<file path="config.mk">
export PLATFORM = sky130hd
export DESIGN_NAME = naeu_exec
export DESIGN_NICKNAME = d
export VERILOG_FILES = /design/src/logic/naeu_pkg.sv /design/src/logic/naeu_ram.sv /design/src/logic/naeu_exec.sv
export SDC_FILE = /design/constraint.sdc
export NUM_CORES = 1
export LEC_CHECK = 0
export ABC_AREA = 1
export BUFFER_PORTS_ARGS = -buffer_cell sky130_fd_sc_hd__buf_2
export CORE_UTILIZATION = 37
export CTS_CLUSTER_SIZE = 16
export DETAILED_ROUTE_END_ITERATION = 8
export GPL_TIMING_DRIVEN = 0
export PLACE_DENSITY = 0.61
export REMOVE_ABC_BUFFERS = 1
export SKIP_CTS_REPAIR_TIMING = 1
export SYNTH_ARGS = -nofsm -noshare
export SYNTH_HDL_FRONTEND = slang
export SYNTH_SLANG_ARGS = --single-unit
</file>
<file path="constraint.sdc">
create_clock -name mclk -period 1.9 [get_ports mclk]
set_clock_uncertainty 0.05 [all_clocks]
set_input_delay 0.285 -clock mclk [delete_from_list [all_inputs] [get_ports mclk]]
set_output_delay 0.285 -clock mclk [all_outputs]
set_load 0.05 [all_outputs]
</file>
<file path="src/logic/naeu_pkg.sv">
// constants and types for the nibble arithmetic execution unit
// How it works
// - ram pointer is 7 bits (large) or 6 bits (small), selects operand
// - upper 3 (or 2) pointer bits form the row select field
// - lower 4 pointer bits form the digit select field
// - memory operand is the 4-bit ram word the pointer selects
// - 0x30 adds acc, carry, operand; sets carry; skips on carry
// - 0x31 adds operand to acc; carry untouched; never skips
// - 0x4a adds ten to acc; carry untouched; no skip
// - 0x5y adds immediate y; skips on carry; carry untouched; y=0 invalid
// - immediate field is 4 bits, unsigned 0 to 15
// - 0x10 adds inverted acc, operand, carry; sets carry; skips on carry
// - 0x40 inverts acc; carry untouched; no skip
// - 0x02 xors operand into acc; carry untouched; no skip
// - program counter is 11 bits; granted skip passes next instruction
package naeu_pkg;
    localparam int        NAEU_DATA_W       = 4;
    localparam int        NAEU_PTR_W_LARGE  = 7;
    localparam int        NAEU_PTR_W_SMALL  = 6;
    localparam int        NAEU_DIGIT_W      = 4;
    localparam int        NAEU_PC_W         = 11;
    localparam int        NAEU_RAM_DEPTH    = 128;
    localparam logic [7:0] NAEU_OP_ADD_CARRY_SKIP  = 8'h30;
    localparam logic [7:0] NAEU_OP_ADD             = 8'h31;
    localparam logic [7:0] NAEU_OP_ADD_TEN         = 8'h4a;
    localparam logic [3:0] NAEU_OP_ADD_IMM_HI      = 4'h5;
    localparam logic [7:0] NAEU_OP_COMPL_ADD_SKIP  = 8'h10;
    localparam logic [7:0] NAEU_OP_COMPLEMENT      = 8'h40;
    localparam logic [7:0] NAEU_OP_XOR             = 8'h02;
    localparam logic [7:0] NAEU_OP_CLEAR_ACC       = 8'h00;
    localparam logic [7:0] NAEU_OP_CLEAR_CARRY     = 8'h32;
    localparam logic [7:0] NAEU_OP_SET_CARRY       = 8'h22;
    localparam logic [7:0] NAEU_OP_NOP             = 8'h44;
    localparam logic [3:0] NAEU_TEN                = 4'ha;
    localparam logic [3:0] NAEU_ACC_RST            = 4'h0;
    localparam logic       NAEU_CARRY_RST          = 1'b0;
    localparam logic [10:0] NAEU_PC_RST            = 11'h000;
    typedef enum logic [1:0] {
        NAEU_ST_EXEC,
        NAEU_ST_SKIP
    } naeu_state_t;
endpackage

</file>
<file path="src/logic/naeu_ram.sv">
// 4-bit data ram with registered read and write port
`timescale 1ns/1ps
module naeu_ram (
    // clock
    input  wire logic       mclk,
    // write port
    input  wire logic       wr_en,
    input  wire logic [6:0] wr_addr,
    input  wire logic [3:0] wr_data,
    // read port
    input  wire logic [6:0] rd_addr,
    output logic      [3:0] rd_data_ff
);
    import naeu_pkg::*;
    logic [3:0] mem [NAEU_RAM_DEPTH];
    // no reset on the array: software must load words before use
    always_ff @(posedge mclk) begin
        if (wr_en) begin
            mem[wr_addr] <= wr_data;
        end
        rd_data_ff <= mem[rd_addr];
    end
endmodule // naeu_ram

</file>
<file path="src/logic/naeu_exec.sv">
// execution unit for the arithmetic instruction group
`timescale 1ns/1ps
module naeu_exec #(
    parameter bit SMALL_VARIANT = 1'b0
) (
    // clock and reset
    input  wire logic                   mclk,
    input  wire logic                   reset,
    // instruction from sequencer
    input  wire logic                   instr_valid,
    input  wire logic [7:0]             opcode,
    // ram pointer and ram loading port
    input  wire logic [6:0]             ram_ptr,
    input  wire logic                   ram_wr_en,
    input  wire logic [3:0]             ram_wr_data,
    // state out
    output logic [3:0]                  acc_ff,
    output logic                        carry_ff,
    output logic                        skip_req_ff,
    output logic [naeu_pkg::NAEU_PC_W-1:0] pc_ff,
    output logic                        illegal_ff
);
    import naeu_pkg::*;

    logic [6:0]  eff_ptr;
    logic [2:0]  ram_row_select;
    logic [3:0]  ram_digit_select;
    logic [3:0]  mem_operand;
    logic [3:0]  nxt_acc;
    logic        nxt_carry;
    logic        nxt_skip;
    logic        nxt_illegal;
    logic [10:0] nxt_pc;
    logic [4:0]  sum;
    naeu_state_t state_ff;
    naeu_state_t nxt_state;

    // small variant keeps only 6 pointer bits
    always_comb begin
        eff_ptr = SMALL_VARIANT ? {1'b0, ram_ptr[5:0]} : ram_ptr;
        ram_row_select   = eff_ptr[6:4];
        ram_digit_select = eff_ptr[3:0];
    end

    // operand read one cycle ahead: pointer must be stable before the opcode
    naeu_ram u_ram (
        .mclk       (mclk),
        .wr_en      (ram_wr_en),
        .wr_addr    ({ram_row_select, ram_digit_select}),
        .wr_data    (ram_wr_data),
        .rd_addr    ({ram_row_select, ram_digit_select}),
        .rd_data_ff (mem_operand)
    );

    always_comb begin
        nxt_acc     = acc_ff;
        nxt_carry   = carry_ff;
        nxt_skip    = 1'b0;
        nxt_illegal = 1'b0;
        nxt_state   = state_ff;
        nxt_pc      = pc_ff;
        sum         = 5'h00;
        if (instr_valid) begin
            nxt_pc = pc_ff + 11'h001;
            unique case (state_ff)
                NAEU_ST_SKIP: begin
                    // fetched but discarded, only pc advances
                    nxt_state = NAEU_ST_EXEC;
                end
                NAEU_ST_EXEC: begin
                    if (opcode[7:4] == NAEU_OP_ADD_IMM_HI) begin
                        // 4-bit unsigned immediate in low nibble
                        sum     = {1'b0, acc_ff} + {1'b0, opcode[3:0]};
                        nxt_acc = sum[3:0];
                        nxt_skip = sum[4];
                        nxt_illegal = (opcode[3:0] == 4'h0);
                    end else begin
                        case (opcode)
                            NAEU_OP_ADD_CARRY_SKIP: begin
                                sum = {1'b0, acc_ff} + {1'b0, mem_operand}
                                    + {4'h0, carry_ff};
                                nxt_acc   = sum[3:0];
                                nxt_carry = sum[4];
                                nxt_skip  = sum[4];
                            end
                            NAEU_OP_ADD: begin
                                sum = {1'b0, acc_ff} + {1'b0, mem_operand};
                                nxt_acc = sum[3:0];
                            end
                            NAEU_OP_ADD_TEN: begin
                                // decimal correction helper
                                nxt_acc = acc_ff + NAEU_TEN;
                            end
                            NAEU_OP_COMPL_ADD_SKIP: begin
                                sum = {1'b0, ~acc_ff} + {1'b0, mem_operand}
                                    + {4'h0, carry_ff};
                                nxt_acc   = sum[3:0];
                                nxt_carry = sum[4];
                                nxt_skip  = sum[4];
                            end
                            NAEU_OP_COMPLEMENT: begin
                                nxt_acc = ~acc_ff;
                            end
                            NAEU_OP_XOR: begin
                                nxt_acc = acc_ff ^ mem_operand;
                            end
                            NAEU_OP_CLEAR_ACC: begin
                                nxt_acc = NAEU_ACC_RST;
                            end
                            NAEU_OP_CLEAR_CARRY: begin
                                nxt_carry = 1'b0;
                            end
                            NAEU_OP_SET_CARRY: begin
                                nxt_carry = 1'b1;
                            end
                            // nop and other groups leave state alone
                            default: begin
                                nxt_acc = acc_ff;
                            end
                        endcase
                    end
                    if (nxt_skip) begin
                        nxt_state = NAEU_ST_SKIP;
                    end
                end
                default: begin
                    nxt_state = NAEU_ST_EXEC;
                end
            endcase
        end
    end

    always_ff @(posedge mclk or posedge reset) begin
        if (reset) begin
            acc_ff      <= NAEU_ACC_RST;
            carry_ff    <= NAEU_CARRY_RST;
            skip_req_ff <= 1'b0;
            illegal_ff  <= 1'b0;
            pc_ff       <= NAEU_PC_RST;
            state_ff    <= NAEU_ST_EXEC;
        end else begin
            acc_ff      <= nxt_acc;
            carry_ff    <= nxt_carry;
            skip_req_ff <= nxt_skip;
            illegal_ff  <= nxt_illegal;
            pc_ff       <= nxt_pc;
            state_ff    <= nxt_state;
        end
    end
endmodule // naeu_exec

</file>
# == Word-level counts from Yosys, hierarchy flattened ==
# Memory sizes are Yosys's and may differ from the RTL's. A register that Yosys moved wholly into a read port is not among the register bits.
# Cells that the tools add are included.
# word_totals
register_bits,20
mem_bits_rw,512
in_bits,23
output_inout_bits,18
word_cells,51
mem_count,1
# mem_list
name,depth,width,rd,rd_ports_with_merged_regs,write_ports,line,source
u_ram.mem,128,4,1,1,1,naeu_ram.sv:15,logic [3:0] mem [NAEU_RAM_DEPTH];
# op_classes
n_addsub,7
eq_ne,10
muxes,16
bitwise_logic,3
n_reduce_logical,8
# ops
operator,count
"equality test 8 x 6 -> 1 bit, second input constant",4
one-hot mux 4 bit (7 select lines),1
"equality test 8 x 7 -> 1 bit, second input constant",2
adder 4 x 4 -> 5 bit,3
"adder 11 x 1 -> 11 bit, second input constant",1
adder 5 x 1 -> 5 bit,2
2-to-1 mux 1 bit,10
"equality test 8 x 2 -> 1 bit, second input constant",1
"equality test 8 x 5 -> 1 bit, second input constant",1
zero test 8 bit,1
nonzero test 8 bit,1
"adder 4 bit, second input constant",1
"equality test 4 x 3 -> 1 bit, second input constant",1
zero test 4 bit,1
2-to-1 mux 2 bit,2
2-to-1 mux 4 bit,1
NOT 4 bit,1
one-hot mux 1 bit (4 select lines),1
AND reduction 4 bit,1
nonzero test 4 bit,1
XOR 4 bit,1
AND reduction 3 bit,1
zero test 2 bit,1
"inequality test 2 bit, second input constant",1
other kinds (3),3

# == Depth between registers and ports, before layout ==
# Gate-level depths: netlist of run 1.
# depth
word_depth,9
mapped_depth,16

# == Hierarchy ==
# From an unflattened synthesis of run 1, not the netlist that was laid out.
# hier_totals
hier_cells,2147
hier_area_um2,23376.2
# modules_own_cells
mod,instances,cells_each,area_each_um2
naeu_ram,1,1886,21495.6
naeu_exec,1,261,1880.6

# == Least setup slack after synthesis of run 1 ==
# OpenSTA, ideal clock, no wires.
# synth_timing
path_type,register to register
start,register acc_ff[1]
end,register state_ff[0]
setup_ns,0.118
arrival_ns,2.265
required_ns,1.732
setup_slack_ns,-0.532
stages_incl_launch_ff,13
n_path_buf,0
path_cell_list,dfrtp_1 -> inv_1 -> fa_1 -> inv_1 -> ha_1 -> inv_1 -> nor2_1 -> nand2_1 -> nand3_1 -> nand4_1 -> nand2_1 -> nand2_1 -> nand2_1
# synth_via
elab_chain_len,9
elab_cells_between_ends,12
cone_classes,5 x add/sub; 1 x eq/ne; 4 x mux; 1 x bitwise; 1 x reduce/logical
# synth_lines
element,line,source
from (decl),naeu_exec.sv:17,"output logic [3:0] acc_ff,"
from (signal assigned),naeu_exec.sv:142,acc_ff <= nxt_acc;
NOT 4 bit,naeu_exec.sv:95,"sum = {1'b0, ~acc_ff} + {1'b0, mem_operand}"
adder 4 x 4 -> 5 bit,naeu_exec.sv:95,
adder 5 x 1 -> 5 bit,naeu_exec.sv:96,"+ {4'h0, carry_ff};"
one-hot mux 1 bit (2 select lines),naeu_exec.sv:78,case (opcode)
2-to-1 mux 1 bit (*),naeu_exec.sv:71,if (opcode[7:4] == NAEU_OP_ADD_IMM_HI) begin
2-to-1 mux 1 bit (*),naeu_exec.sv:65,unique case (state_ff)
2-to-1 mux 1 bit (*),naeu_exec.sv:63,if (instr_valid) begin
inequality test 2 bit (no source line) (*),--,
AND reduction 2 bit (no source line) (*),--,
to (signal assigned),naeu_exec.sv:147,state_ff <= nxt_state;
to (decl),naeu_exec.sv:35,naeu_state_t state_ff;
# Mark *: on every way between the ends. The rest lies on a longest branch, timed or not. The select of a mux whose other input is x is not followed.
# A chain may end at the register's enable or synchronous reset.

# == Final worst setup path of run 1 ==
# layout_timing
start,register acc_ff[0]
end,register state_ff[0]
# Same word-level chain as after synthesis.

==> metrics, run 1 <==
status=finished, violations left; failing checks=setup timing; final setup fails=6; Num Clock Sinks=~540; Hold Path Stages=5; Yosys reg bits=535; Starting Density=between 30% and 40%; commonest non-fill, non-tap cell in the layout=nand2_1; Finished Core Util=between 40 and 50%; Ports=approximately 40; Antenna Nets Post-Route=0; Synth warnings=0; most frequent cells in the layout=nand2_1, edfxtp_1, nor2_1; Synth cell types=37; clock share of power=37.5%; number of DRC violations after detailed-routing iteration 0=1,575; Place WS=-2.97 ns; CTS tree=built; Area Growth Syn to Fin=16.6%; critical path class=reg -> reg; PwrDens=~990 mW/mm²; ys flop type=edfxtp_1; number of CTS-inserted buffers=54; critical path's largest stage delay=0.56 ns; Sw Ratio=between 20% and 30%; Clock Latency Late Sink=roughly 0.63 ns; P_leak=11.4 nW; Worst R2R Start=acc_ff[0]; crit path launch type=register; cell area after synthesis=0.0239 mm²; Total Wirelength=about 66,000 µm; post-route setup slack=-0.249 ns; crit-path leading delay family=adder cells; clock slew at reported path FFs=~0.06 ns; R2R Path End=state_ff[0]; Nets=~2,600; layout cell share with drive strength beyond 1=around an eighth; first-pass GRT wire length=around 89,000 µm; switching power=7.47 mW; Comb pwr share=14.3%; drt drc=0; Final Cycle Share=113%; post-synthesis sequential area ratio=around two thirds; DRT Pass-1 Iters=5; Arrival @ worst endpoint=roughly 2.6 ns; Post-Syn Instances=between 2,000 and 2,500; slowest CP cell=fa_2; endpoints failing hold=0; Final Cell Area=between 0.02 and 0.03 mm²; worst hold slack=between 0.04 and 0.05 ns; GPL Wtd Cong=around 0.88; drt wl/cell=19.4 µm; P_int=20.1 mW; Hold Path Class=in -> reg; WHS Endpoint=skip_req_ff; HPWL after DPL=33,200 µm; Vias=approximately 17,000; core area=around 0.064 mm²; R2R depth=13; Async SR Flop Fraction=under 10%; Reg2Reg Setup Slack=-0.25 ns; Flop pwr share=between 40% and 50%; placed instance area=between 0.02 and 0.025 mm²; Max Clock Freq=465 MHz; Tightest Pin Transition=~0.84 ns; height of the die=between 200 and 300 µm; root buf cell=clkbuf_16; initial antenna violation count=4; Port Buf Inserts=40; vias in the first global route=16,300; cell-by-cell trace of the critical path=ha_4, inv_2, fa_2, inv_2, ha_4, inv_4, nor2_4, nand2_2, nand3_2, nand4_1, nand2_1, nand2_2, nand2_1; Post-synth EDFFs=~500; CTS H-tree depth=2; number of max-cap violations=0; Mean Syn Cell Area=about 9.6 µm²; GRT Total Usage=around 17%; max_slew headroom=between 40 and 50%; Clock Path Buffers=3; Die Span X=~260 µm; # rows=92; Final Max Tran Viols=0; CP endpoint kind=register; Crit Path Max Fanout=6; RSZ-0062 raised after global routing=true; hold_sp=opcode[5]; grt total ovfl=0; data required time at the worst endpoint=2.36 ns; die area=about 0.066 mm²; min cycle time layout=approximately 2.1 ns; largest net degree at the start of global routing=153; routed vias/inst=5.05; Buf/Inv on CP=3; maximum vdd ir drop=around 710 µV
[Yosys cell counts, types with 4 or more instances]
master    instances  area share (%)
inv_1            69             1.1
nand3_1          39            0.82
fa_1              4            0.33
buf_1            11            0.17
buf_6            12            0.56
edfxtp_1        512              64
o21ai_0          13            0.27
buf_2            60             1.3
inv_2             4           0.063
nor3_1            5            0.10
clkbuf_1         11            0.17
dfxtp_1           4            0.33
xor2_1            8            0.29
nor2_1          206             3.2
nand2_1        1415              22
a21oi_1          31            0.65
dfrtp_1          19             2.0
ha_1             16            0.84
buf_4            13            0.41
nand4_1           8            0.21
[power by group through the flow]
stage | Clock, mW | Combinational [mW] | Sequential (mW)
2_1_floorplan | 0 | 1.59 | 13.9
3_3_place_gp | 0 | 3.08 | 13.6
3_5_place_dp | 0 | 3.13 | 13.6
4_1_cts | 10.5 | 3.13 | 13.3
5_1_grt | 10.9 | 4.29 | 13.3
6_report | 10.3 | 3.93 | 13.3
[state kept, by name, summed over array words and instances, names as in the netlist]
signal and cells:
u_ram.rd_data_ff 4, acc_ff 4, u_ram.mem 512, carry_ff 1, skip_req_ff 1, state_ff 1, illegal_ff 1, pc_ff 11
[metal layers]
metal	global-route usage, %	vias up	part of all wire (%)
li1	-	8128	-
met1	22.6	8341	43
met2	29.3	683	47
met3	3.02	136	7.3
met4	5.14	2	2.9
met5	0	-	0.020
[metrics by stage]
stage	total power [mW]	cells	TNS (ns)
after floorplan	15.5	2380	-189.75
after global placement	16.6	3266	-3198.51
after detailed placement	16.7	3274	-1062.48
after CTS	26.9	3374	-720.80
after global routing	28.5	3422	-1.94
final	27.5	3422	-1.28
[worst min-delay path, cell delays in order]
cell	delay, ns
buf_2	0.13
nand4_1	0.08
nand2_1	0.07
nand2_2	0.06
inv_1	0.04
[logic make-up (layout without fill, tap and decap cells)]
| group | count (synthesis) | in the layout | share of synthesized area (%) |
|---|---|---|---|
| XOR/XNOR | 11 | 11 | 0.403 |
| buffers and inverters | 183 | 270 | 3.77 |
| other | 0 | 2 | 0 |
| AND/OR/NAND/NOR | 1684 | 1684 | 26.9 |
| flip-flops | 535 | 535 | 66.6 |
| adder cells (fa/ha/maj) | 20 | 20 | 1.17 |
| AO/OA/AOI/OAI | 54 | 54 | 1.20 |
[final cells by class]
cell class / instances / area, µm²
clock inverters: 37 / 303
multi-input cells: 1769 / 7700
repair buffers: 91 / 1100
clock buffers: 63 / 1410
inverters: 76 / 368
well taps: 846 / 1060
repair inverters: 3 / 33.8
diodes: 2 / 5.00
fillers: 6004 / 35600
flip-flops and latches: 535 / 15900
[how the worst max path moves through the flow]
stage                from  cells after the start          endpoint  slack [ns]
3_3_place_gp   ram_ptr[0]                      6   u_ram.mem[8][2]       -7.49
2_1_floorplan  ram_ptr[0]                      5  u_ram.mem[38][0]       -0.83
5_1_grt         acc_ff[0]                     13       skip_req_ff       -0.36
6_report        acc_ff[0]                     13       state_ff[0]       -0.25
4_1_cts        ram_ptr[2]                      5  u_ram.mem[28][3]       -2.30
3_5_place_dp   ram_ptr[2]                      5  u_ram.mem[28][0]       -2.97
Note: power is estimated with default switching activity, not from simulation.
==> run 2: changes to the inputs <==
- CELL_PAD_IN_SITES_DETAIL_PLACEMENT: not set -> 0
- CELL_PAD_IN_SITES_GLOBAL_PLACEMENT: not set -> 1
- PLACE_DENSITY: 0.61 -> 0.69
- clock period: 1.9 -> 2.7 ns (I/O delays scaled with it)
==> run 2 against run 1 <==
Against the previous run: the flow now finishes without violations; register-to-register slack better by 0.52 ns; non-clock buffer count is 37 lower; sequential power decreased by 30%; sequential cell count stayed put; total power down 31%; first-iteration DRC count fell by 28%; global-route usage rose by 0.68 points; setup slack gained 0.30 ns; via count shrank 5.6%; sequential share of layout area up 2.3 points; largest cell class unchanged; largest power group unchanged.
==> metrics, run 2 (synthesis gave the netlist of run 1 again) <==
die area=approximately 0.066 mm²; footprint of the multi-input gates=0.00718 mm²; Nets=around 2,500; number of DRC violations after detailed-routing iteration 0=around 1,100; Crit Path Max Fanout=35; Ports=41; final setup fails=0; Final TNS setup=0 ns; grt total ovfl=0; Largest register FFs=512; Hold Path Stages=5; initial antenna violation count=4; Area Growth Syn to Fin=12.1%; Final Cycle Share=roughly 98%; CP Launch Point=ram_ptr[2]; hold_sp=opcode[5]; vias in the first global route=16,000; GPL Wtd Cong=0.810; Post-Layout Cell Count=approximately 3,400; Port Buf Inserts=40; Hold Path Class=in -> reg; Final Max Tran Viols=0; Arrival @ worst endpoint=2.85 ns; Num Clock Sinks=around 540; root buf cell=clkbuf_16; drt wl/cell=about 18 µm; # fillers=around 6,000; biggest regs=u_ram.mem x512, pc_ff x11; register with the highest flop count=u_ram.mem; Die Span X=~260 µm; Tightest Pin Transition=1.38 ns; number of max-cap violations=0; data required time at the worst endpoint=around 2.9 ns; core area=between 0.06 and 0.07 mm²; height of the die=around 260 µm; worst hold slack=roughly 0.23 ns; n_diodes=0; status=finished clean; Clock Latency Late Sink=0.61 ns; max_slew headroom=7.87%; number of CTS-inserted buffers=56; GRT Total Usage=between 15 and 20%; CTS H-tree depth=2; Max Clock Freq=about 380 MHz; Total Wirelength=about 60,000 µm; maximum vdd ir drop=about 510 µV; Antenna Nets Post-Route=0; first-pass GRT wire length=~90,000 µm; CP endpoint kind=register; PwrDens=~700 mW/mm²; CTS tree=built; R2R depth=12; most frequent cells in the layout=nand2_1, edfxtp_1, nor2_1; crit path launch type=primary input; largest net degree at the start of global routing=approximately 150; Final Cell Area=0.0268 mm²; clock slew at reported path FFs=around 0.060 ns; Starting Density=a little under two fifths; DRT Pass-1 Iters=5; Final Total Pwr=approximately 19 mW; # rows=between 90 and 100; routed vias/inst=just under 5; Worst R2R Start=acc_ff[1]; cell count after placement=3,275; critical path class=in -> reg; Vias=between 15,000 and 20,000; drt drc=0; placed instance area=between 0.02 and 0.025 mm²; layout cell share with drive strength beyond 1=under 10%; endpoints failing hold=0; min cycle time layout=roughly 2.7 ns; Clock Path Buffers=3; register area=between 0.015 and 0.02 mm²; commonest non-fill, non-tap cell in the layout=nand2_1; HPWL after DPL=between 30,000 and 40,000 µm; P_leak=between 10 and 15 nW
## run 2: cell count changes in the layout (fill, tap and decap cells not counted), sizes merged
cell	change
clkbuf	-7
bufinv	+1
inv	-1
clkinv	+1
diode	-2
buf	-28
clkinvlp	-3
## run 2: report_power, final
| group | total (mW) | internal, mW | switching, mW |
|---|---|---|---|
| sequential | 9.36 | 9.21 | 0.144 |
| combinational | 2.25 | 0.624 | 1.62 |
| clock | 7.32 | 4.21 | 3.11 |
| total | 18.9 | 14.0 | 4.88 |
## run 2: worst paths after layout
kind | endpoint | slack, ns
max | u_ram.mem[8][1] | 0.05
min | skip_req_ff | 0.23
max reg2reg | state_ff[0] | 0.27
min reg2reg | pc_ff[10] | 0.43
max in group asynchronous | pc_ff[4] | 1.69
min in group asynchronous | skip_req_ff | 0.43
## run 2: cell type report
| cell class | count | share of cell area [%] |
|---|---|---|
| repair buffers | 54 | 2.16 |
| repair inverters | 1 | 0.0420 |
| clock buffers | 65 | 5.43 |
| clock inverters | 37 | 1.03 |
| inverters | 76 | 1.25 |
| well taps | 846 | 3.95 |
| multi-input cells | 1769 | 26.8 |
| flip-flops and latches | 535 | 59.4 |
## run 2: worst max-delay path: stages
cell,delay (ns)
clkbuf_4,0.31
buf_12,0.28
nor2_1,0.14
nand2_1,0.18
inv_1,0.46
nand2_2,0.51
nor2_1,0.51
## run 2: through the flow
step	setup slack (ns)	util, %
global placement	-7.31	38.7
global route	-0.0209	42.2
CTS	-1.33	41.8
floorplan	-0.148	-
finish	0.0497	42.2
detailed placement	-1.97	39.1
## run 2: routing by layer
| metal | up-vias | GRT usage, % | share of wire, % |
|---|---|---|---|
| met1 | 7789 | 23.6 | 44 |
| met3 | 95 | 3.01 | 5.7 |
| li1 | 8039 | - | - |
| met5 | - | 0 | 0.079 |
| met2 | 390 | 30.6 | 48 |
| met4 | 8 | 5.14 | 2.1 |
